## src/rtl/rlpc_regs.svh

```systemverilog
`ifndef RLPC_REGS_SVH
`define RLPC_REGS_SVH

// register offsets
`define RLPC_OFF_RTI 8'h00
`define RLPC_OFF_PWR 8'h01
`define RLPC_OFF_PEND 8'h02

// wakeup timer register fields
`define RLPC_RTI_FLAG 7
`define RLPC_RTI_ACK 6
`define RLPC_RTI_CLKS 5
`define RLPC_RTI_IE 4
`define RLPC_RTI_PER_HI 2
`define RLPC_RTI_PER_LO 0

// power register fields
`define RLPC_PWR_FLAG 7
`define RLPC_PWR_ACK 6
`define RLPC_PWR_IE 5
`define RLPC_PWR_RE 4
`define RLPC_PWR_SE 3
`define RLPC_PWR_LE 2
`define RLPC_PWR_BG 0

// pending register fields
`define RLPC_PEND_KEY 4
`define RLPC_PEND_CMP 3
`define RLPC_PEND_TMR 2
`define RLPC_PEND_WAKE 1
`define RLPC_PEND_LV 0

// reset values
`define RLPC_RST_RTI 8'h00
`define RLPC_RST_PWR 8'h00

// timing: tick period in ms, fast clock divide
`define RLPC_TICK_MS 1
`define RLPC_FAST_DIV 32

// period table, in 1 ms ticks
`define RLPC_PER_1 11'd8
`define RLPC_PER_2 11'd32
`define RLPC_PER_3 11'd64
`define RLPC_PER_4 11'd128
`define RLPC_PER_5 11'd256
`define RLPC_PER_6 11'd512
`define RLPC_PER_7 11'd1024

`endif

```

## src/rtl/rlpc_pkg.sv

```systemverilog
package rlpc_pkg;

	// register bus request
	typedef struct packed {
		logic [7:0] addr;
		logic [7:0] wdata;
		logic wr;
		logic rd;
	} rlpc_bus_t;

	// flag and enable of one outside module
	typedef struct packed {
		logic flag;
		logic enable;
	} rlpc_src_t;

endpackage : rlpc_pkg

```

## src/rtl/rlpc_ctrl.sv

```systemverilog
`timescale 1ns/1ps
`include "rlpc_regs.svh"

module rlpc_ctrl #(
	parameter int FAST_DIV = `RLPC_FAST_DIV
) (
	// clock and reset
	input wire logic clk,
	input wire logic reset,
	// register bus
	input wire logic [7:0] busAddr,
	input wire logic [7:0] busWdata,
	input wire logic busWr,
	input wire logic busRd,
	output logic [7:0] busRdata,
	// tick sources and detector, from other clocks
	input wire logic slowOscClk,
	input wire logic fastOscClk,
	input wire logic lowVoltTrip,
	input wire logic stopMode,
	// outside module flags and enables, same clock
	input wire rlpc_pkg::rlpc_src_t keypadSrc,
	input wire rlpc_pkg::rlpc_src_t comparatorSrc,
	input wire rlpc_pkg::rlpc_src_t timerSrc,
	// system outputs
	output logic wakeupIrq,
	output logic lowVoltIrq,
	output logic lowVoltReset,
	output logic lowVoltDetectOn,
	output logic slowOscPowerDown,
	output logic bandgapBufferEnable,
	output logic [7:0] pendingSummary
);
	rlpc_pkg::rlpc_bus_t bus;
	logic slowTick;
	logic fastTick;
	logic lowVoltSync;
	logic timeout;
	// wakeup register state
	logic wakeFlag_reg;
	logic wakeClkSel_reg;
	logic wakeIe_reg;
	logic [2:0] wakePeriod_reg;
	// power register state
	logic lvFlag_reg;
	logic lvIe_reg;
	logic lvRe_reg;
	logic lvSe_reg;
	logic lvLe_reg;
	logic bandgap_buffer_enable_reg;
	logic lvOnceDone_reg;
	logic [7:0] rdata_reg;
	logic [7:0] rdata_next;
	// decode
	logic selRti;
	logic selPwr;
	logic selPend;
	logic wrRti;
	logic wrPwr;
	logic wakeAck;
	logic lvAck;
	logic lvDetect;
	logic [7:0] rtiView;
	logic [7:0] pwrView;
	logic [7:0] pendView;

	assign bus = '{addr: busAddr, wdata: busWdata, wr: busWr, rd: busRd};

	// oscillator and detector inputs pass two flops before any logic; stopMode is used directly
	rlpc_sync u_slowSync (
		.clk(clk),
		.reset(reset),
		.asyncIn(slowOscClk),
		.syncOut(),
		.risePulse(slowTick)
	);
	rlpc_sync u_fastSync (
		.clk(clk),
		.reset(reset),
		.asyncIn(fastOscClk),
		.syncOut(),
		.risePulse(fastTick)
	);
	rlpc_sync u_lvSync (
		.clk(clk),
		.reset(reset),
		.asyncIn(lowVoltTrip),
		.syncOut(lowVoltSync),
		.risePulse()
	);

	rlpc_wakeup_timer #(
		.FAST_DIV(FAST_DIV)
	) u_timer (
		.clk(clk),
		.reset(reset),
		.slowTick(slowTick),
		.fastTick(fastTick),
		.clockSelect(wakeClkSel_reg),
		.periodSelect(wakePeriod_reg),
		.timeout(timeout)
	);

	// address decode and write strobes
	assign selRti = (bus.addr == `RLPC_OFF_RTI);
	assign selPwr = (bus.addr == `RLPC_OFF_PWR);
	assign selPend = (bus.addr == `RLPC_OFF_PEND);
	assign wrRti = bus.wr && selRti;
	assign wrPwr = bus.wr && selPwr;
	assign wakeAck = wrRti && bus.wdata[`RLPC_RTI_ACK];
	assign lvAck = wrPwr && bus.wdata[`RLPC_PWR_ACK];

	// detection active, and in stop only with stop enable
	assign lowVoltDetectOn = lvLe_reg && (!stopMode || lvSe_reg);
	// level is sampled so a trip held across an ack re-sets the flag
	assign lvDetect = lowVoltDetectOn && lowVoltSync;

	// wakeup register: set wins over ack in the same cycle
	always_ff @(posedge clk or posedge reset) begin
		if (reset) begin
			wakeFlag_reg <= 1'b0;
			wakeClkSel_reg <= 1'b0;
			wakeIe_reg <= 1'b0;
			wakePeriod_reg <= 3'h0;
		end else begin
			if (timeout)
				wakeFlag_reg <= 1'b1;
			else if (wakeAck)
				wakeFlag_reg <= 1'b0;
			if (wrRti) begin
				wakeClkSel_reg <= bus.wdata[`RLPC_RTI_CLKS];
				wakeIe_reg <= bus.wdata[`RLPC_RTI_IE];
				wakePeriod_reg <= bus.wdata[`RLPC_RTI_PER_HI:`RLPC_RTI_PER_LO];
			end
		end
	end

	// power register: read/write bits
	always_ff @(posedge clk or posedge reset) begin
		if (reset) begin
			lvIe_reg <= 1'b0;
			lvSe_reg <= 1'b0;
			bandgap_buffer_enable_reg <= 1'b0;
		end else if (wrPwr) begin
			lvIe_reg <= bus.wdata[`RLPC_PWR_IE];
			lvSe_reg <= bus.wdata[`RLPC_PWR_SE];
			bandgap_buffer_enable_reg <= bus.wdata[`RLPC_PWR_BG];
		end
	end

	// write-once bits: first write locks them until reset
	always_ff @(posedge clk or posedge reset) begin
		if (reset) begin
			lvRe_reg <= 1'b0;
			lvLe_reg <= 1'b0;
			lvOnceDone_reg <= 1'b0;
		end else if (wrPwr && !lvOnceDone_reg) begin
			lvRe_reg <= bus.wdata[`RLPC_PWR_RE];
			lvLe_reg <= bus.wdata[`RLPC_PWR_LE];
			lvOnceDone_reg <= 1'b1;
		end
	end

	// low-volt flag; disabling logic cannot occur after lock, so no clear
	always_ff @(posedge clk or posedge reset) begin
		if (reset)
			lvFlag_reg <= 1'b0;
		else if (lvDetect)
			lvFlag_reg <= 1'b1;
		else if (lvAck)
			lvFlag_reg <= 1'b0;
	end

	// requests, gated by their enables
	assign wakeupIrq = wakeFlag_reg && wakeIe_reg;
	assign lowVoltIrq = lvFlag_reg && lvIe_reg && lvLe_reg;
	assign lowVoltReset = lvFlag_reg && lvRe_reg && lvLe_reg;
	// slow oscillator off in stop only when both conditions hold
	assign slowOscPowerDown = stopMode && wakeClkSel_reg
		&& (wakePeriod_reg == 3'h0);
	assign bandgapBufferEnable = bandgap_buffer_enable_reg;

	// pending summary, live combination of flags and enables
	assign pendView = {3'h0,
		keypadSrc.flag & keypadSrc.enable,
		comparatorSrc.flag & comparatorSrc.enable,
		timerSrc.flag & timerSrc.enable,
		wakeupIrq,
		lowVoltIrq};
	assign pendingSummary = pendView;

	// read views; ack bits and unused bits read zero
	assign rtiView = {wakeFlag_reg, 1'b0, wakeClkSel_reg, wakeIe_reg,
		1'b0, wakePeriod_reg};
	assign pwrView = {lvFlag_reg, 1'b0, lvIe_reg, lvRe_reg, lvSe_reg,
		lvLe_reg, 1'b0, bandgap_buffer_enable_reg};

	// read mux; unmapped addresses and idle cycles return zero
	assign rdata_next = !bus.rd ? 8'h00 :
		selRti ? rtiView :
		selPwr ? pwrView :
		selPend ? pendView : 8'h00;

	// read data one cycle after the strobe
	always_ff @(posedge clk or posedge reset) begin
		if (reset)
			rdata_reg <= 8'h00;
		else
			rdata_reg <= rdata_next;
	end
	assign busRdata = rdata_reg;
endmodule : rlpc_ctrl

```

## src/rtl/rlpc_sync.sv

```systemverilog
`timescale 1ns/1ps

// two-stage synchroniser plus rising-edge pulse
module rlpc_sync (
	// clock and reset
	input wire logic clk,
	input wire logic reset,
	// async level in, synced level and edge out
	input wire logic asyncIn,
	output logic syncOut,
	output logic risePulse
);
	logic meta_reg;
	logic sync_reg;
	logic last_reg;

	// only sync_reg reads the first stage
	always_ff @(posedge clk or posedge reset) begin
		if (reset) begin
			meta_reg <= 1'b0;
			sync_reg <= 1'b0;
			last_reg <= 1'b0;
		end else begin
			meta_reg <= asyncIn;
			sync_reg <= meta_reg;
			last_reg <= sync_reg;
		end
	end

	assign syncOut = sync_reg;
	assign risePulse = sync_reg & ~last_reg;
endmodule : rlpc_sync

```

## src/rtl/rlpc_wakeup_timer.sv

```systemverilog
`timescale 1ns/1ps
`include "rlpc_regs.svh"

// periodic wakeup counter on 1 ms tick enables
module rlpc_wakeup_timer #(
	parameter int FAST_DIV = `RLPC_FAST_DIV
) (
	// clock and reset
	input wire logic clk,
	input wire logic reset,
	// tick sources, one-cycle pulses
	input wire logic slowTick,
	input wire logic fastTick,
	// control
	input wire logic clockSelect,
	input wire logic [2:0] periodSelect,
	// timeout pulse
	output logic timeout
);
	logic [4:0] div_reg;
	logic [4:0] div_next;
	logic [10:0] cnt_reg;
	logic [10:0] cnt_next;
	logic [10:0] limit;
	logic divWrap;
	logic tick;
	logic running;
	logic hit;

	// period decode; 000 stops the timer
	always_comb begin
		case (periodSelect)
			3'h1: limit = `RLPC_PER_1;
			3'h2: limit = `RLPC_PER_2;
			3'h3: limit = `RLPC_PER_3;
			3'h4: limit = `RLPC_PER_4;
			3'h5: limit = `RLPC_PER_5;
			3'h6: limit = `RLPC_PER_6;
			3'h7: limit = `RLPC_PER_7;
			default: limit = 11'h000;
		endcase
	end

	// fast source divided to 1 kHz; select picks tick
	assign divWrap = fastTick && (div_reg == 5'(FAST_DIV - 1));
	assign div_next = divWrap ? 5'h00 : div_reg + 5'h01;
	assign tick = clockSelect ? divWrap : slowTick;
	assign running = (periodSelect != 3'h0);
	// period in ticks of 1 ms each
	assign hit = running && tick && (cnt_reg == limit - 11'h001);
	assign cnt_next = hit ? 11'h000 : cnt_reg + 11'h001;
	assign timeout = hit;

	// counter clears when stopped so next start is a full period
	always_ff @(posedge clk or posedge reset) begin
		if (reset) begin
			div_reg <= 5'h00;
			cnt_reg <= 11'h000;
		end else begin
			if (fastTick)
				div_reg <= div_next;
			if (!running)
				cnt_reg <= 11'h000;
			else if (tick)
				cnt_reg <= cnt_next;
		end
	end
endmodule : rlpc_wakeup_timer

```

## config.mk

```make
export PLATFORM = sky130hd
export DESIGN_NAME = rlpc_ctrl
export DESIGN_NICKNAME = d
export VERILOG_FILES = /design/src/rtl/rlpc_pkg.sv /design/src/rtl/rlpc_ctrl.sv /design/src/rtl/rlpc_sync.sv /design/src/rtl/rlpc_wakeup_timer.sv
export VERILOG_INCLUDE_DIRS = /design/src /design/src/rtl
export SDC_FILE = /design/constraint.sdc
export NUM_CORES = 1
export LEC_CHECK = 0
export ABC_AREA = 1
export BUFFER_PORTS_ARGS = -buffer_cell sky130_fd_sc_hd__buf_2
export CAP_MARGIN = 10
export CORE_ASPECT_RATIO = 0.6
export CORE_MARGIN = 2
export CORE_UTILIZATION = 50
export DETAILED_ROUTE_END_ITERATION = 7
export PLACE_DENSITY = 0.77
export SETUP_SLACK_MARGIN = 0.05
export SYNTH_ARGS = -nofsm -noshare
export SYNTH_HDL_FRONTEND = slang
export SYNTH_SLANG_ARGS = --single-unit
```

## constraint.sdc

```tcl
create_clock -name clk -period 5.2 [get_ports clk]
set_clock_uncertainty 0.2 [all_clocks]
set_input_delay 0.52 -clock clk [delete_from_list [all_inputs] [get_ports clk]]
set_output_delay 0.52 -clock clk [all_outputs]
set_load 0.03 [all_outputs]
```

==> results.toml <==
[grt]
grt_overflow_total = 0
grt_pass1_vias = 1925
grt_max_degree = 45
grt_pass1_wl_um = 8756
grt_use_total_pct = 20.46
antenna_found_initial = 0

[timing]
hold_violations = 0
worstMarginPinSlew_ns = 0.5401
rsz0062_at_grt = "false"
setup_tns_ns = 0
setup_viol = 0
fmax_mhz = 435.4
relSlewSlack_pct = 64.00
min_period_ns = 2.297
finalWorstSetupSlack_ns = 2.903
slew_viol_final = 0
finalCritPeriodShare_pct = 44.17

[clock_tree]
cts_buffers = 5
post-cts-setup-buffers = 0
cts_root_buffer = "clkbuf_8"
clock_latency_ns = 0.29
clock_path_buffers = 2
clkSlewWorstSetupHoldPaths_ns = 0.09
cts_hold_buffers = 0
tritoncts = "done"
cts_resized = 0
h-tree-depth = 2
cts.sinks = 44

[worst_setup_path]
cp.arrival_ns = 1.58
critical_path_class = "reg -> out"
endpoint_kind = "primary output"
crit_fanout = 10
critPathLaunchType = "flop"
worstPathRequired_ns = 4.48
rr_worst_depth = 11

[synth]
synth_top_area_share_pct = 44.40
ys_top_cells_by_area = "dfrtp_1 (44%), nand2_1 (14%), inv_1 (6.5%), nand3_1 (5.0%), nor2_1 (3.3%)"
synth_commonest_cells = "nand2_1 (95), dfrtp_1 (44), inv_1 (43), nand3_1 (25), nor2_1 (22)"
yosys.area.top_type = "dfrtp_1"
synth-compound-area-share_pct = 7.719
synth_xor_area_share_pct = 1.413
synth_cell_types = 35
yosys_warnings = 0
synth_top_family_by_area = "simple AND/OR/NAND/NOR gates"
yosysSeqAreaShare_pct = 44.40
synth_ff_type = "dfrtp_1"
synth_edf_count = 0
synth_fa_ha_area_share_pct = 2.018
syn_inst = 317
synthMuxAreaShare_pct = 0.4541
synthArstFlopShare_pct = 100.0
ys_seq_elements = 44
synthSimpleGateAreaFrac_pct = 32.64
syn_area_per_cell_um2 = 7.823
yosysMostFrequentCell = "nand2_1"
synth_area_um2 = 2480

[route]
via_per_inst = 4.951
dr.pass1.iters = 4
drt_iter0_drc = 131
route.detailed.drc = 0
wirelength_um = 4944
ant_nets = 0
vias = 2119
wl_per_cell_um = 11.55

[run]
drv_cap = 0

[layout]
area_delta_synth_final_pct = 14.38
largest_register_ffs = 11
ff_latch_area_um2 = 1101
fin_area_um2 = 2836
multiInputGateArea_um2 = 1112
nets = 398
drive_gt1_share_pct = 22.74
layoutNonFillerInstCount = 428
diodes = 0
nFillCells = 416

[die]
io_pins = 52
die_width_um = 94.92
core_area_um2 = 4683
row_count = 19
start_util_pct = 52.95
dieArea_um2 = 5558
die_h_um = 58.55

[place]
dpl-instance-area_um2 = 2721
dp.cells = 420
gp_congestion = 0.9148
place_ws_ns = 2.960
dp_hpwl_um = 3884
port_buffers = 46

[worst_hold_path]
holdPathStages = 1
hp-class = "in -> reg"

[run_status]
status = "finished clean"

[pwr]
p_per_area_nw_per_um2 = 297.8
ir_worst_vdd_uv = 151.4
p_total_mw = 0.8447
power_leakage_nw = 1.530
## placed cells by master (no fill, tap or decap), drive strengths merged, types with 3 or more instances in the layout
master    n
nand2   101
buf      47
inv      46
dfrtp    44
nor2     31
nand3    30
o21ai    22
a21oi     8
nor3      6
clkbuf    5
xor2      4
ha        4
conb      4
clkinv    3
## critical path: stages, from the launching register on
cell,delay (ns)
dfrtp_1,0.58
nor2_8,0.21
nand2_4,0.09
nor3_1,0.17
buf_2,0.23
## final timing paths
kind / from / to / slack, ns
max: wakePeriod_reg[0] / slowOscPowerDown / 2.90
min: slowOscClk / u_slowSync.meta_reg / 0.12
max reg2reg: wakePeriod_reg[0] / u_timer.cnt_reg[9] / 2.95
min reg2reg: u_lvSync.meta_reg / u_lvSync.syncOut / 0.16
max in group asynchronous: reset / u_timer.cnt_reg[10] / 4.30
min in group asynchronous: reset / u_fastSync.syncOut / 0.14
## where the power goes
part           total, mW  leakage (nW)  switching [mW]  internal (mW)
registers          0.418         0.565          0.0368          0.381
clock network      0.267        0.0548           0.122          0.145
logic              0.160         0.910          0.0964         0.0633
total              0.845          1.53           0.256          0.589
## metrics by stage
stage	hold slack, ns	util, %
after floorplan	0.1312	-
after global placement	0.1327	58.11
final	0.1247	60.57
after detailed placement	0.1424	58.11
after CTS	0.1165	60.57
after global routing	0.1072	60.57
## cell families (layout without fill, tap and decap cells)
logic type,Yosys count,count (layout)
flip-flops,44,44
AO/OA/AOI/OAI,34,34
adder cells (fa/ha/maj),4,4
buffers and inverters,58,103
XOR/XNOR,4,4
AND/OR/NAND/NOR,171,171
multiplexers,1,1
other,1,4
## routing by layer
metal	track usage [%]	vias up	part of all wire, %
met2	29.58	74	40
met5	0	-	0
met3	4.225	5	7.4
met4	4.348	0	0.75
met1	31.86	967	52
li1	-	1073	-
## cell type report
| type | instances | share of cell area [%] |
|---|---|---|
| inverter | 48 | 6.749 |
| clock buffer | 5 | 2.426 |
| sequential | 44 | 38.82 |
| tap | 63 | 2.779 |
| clock inverter | 3 | 1.632 |
| timing repair buffer | 47 | 8.381 |
| multi-input combinational | 218 | 39.21 |
No activity file was read; power rests on OpenSTA's default activity.
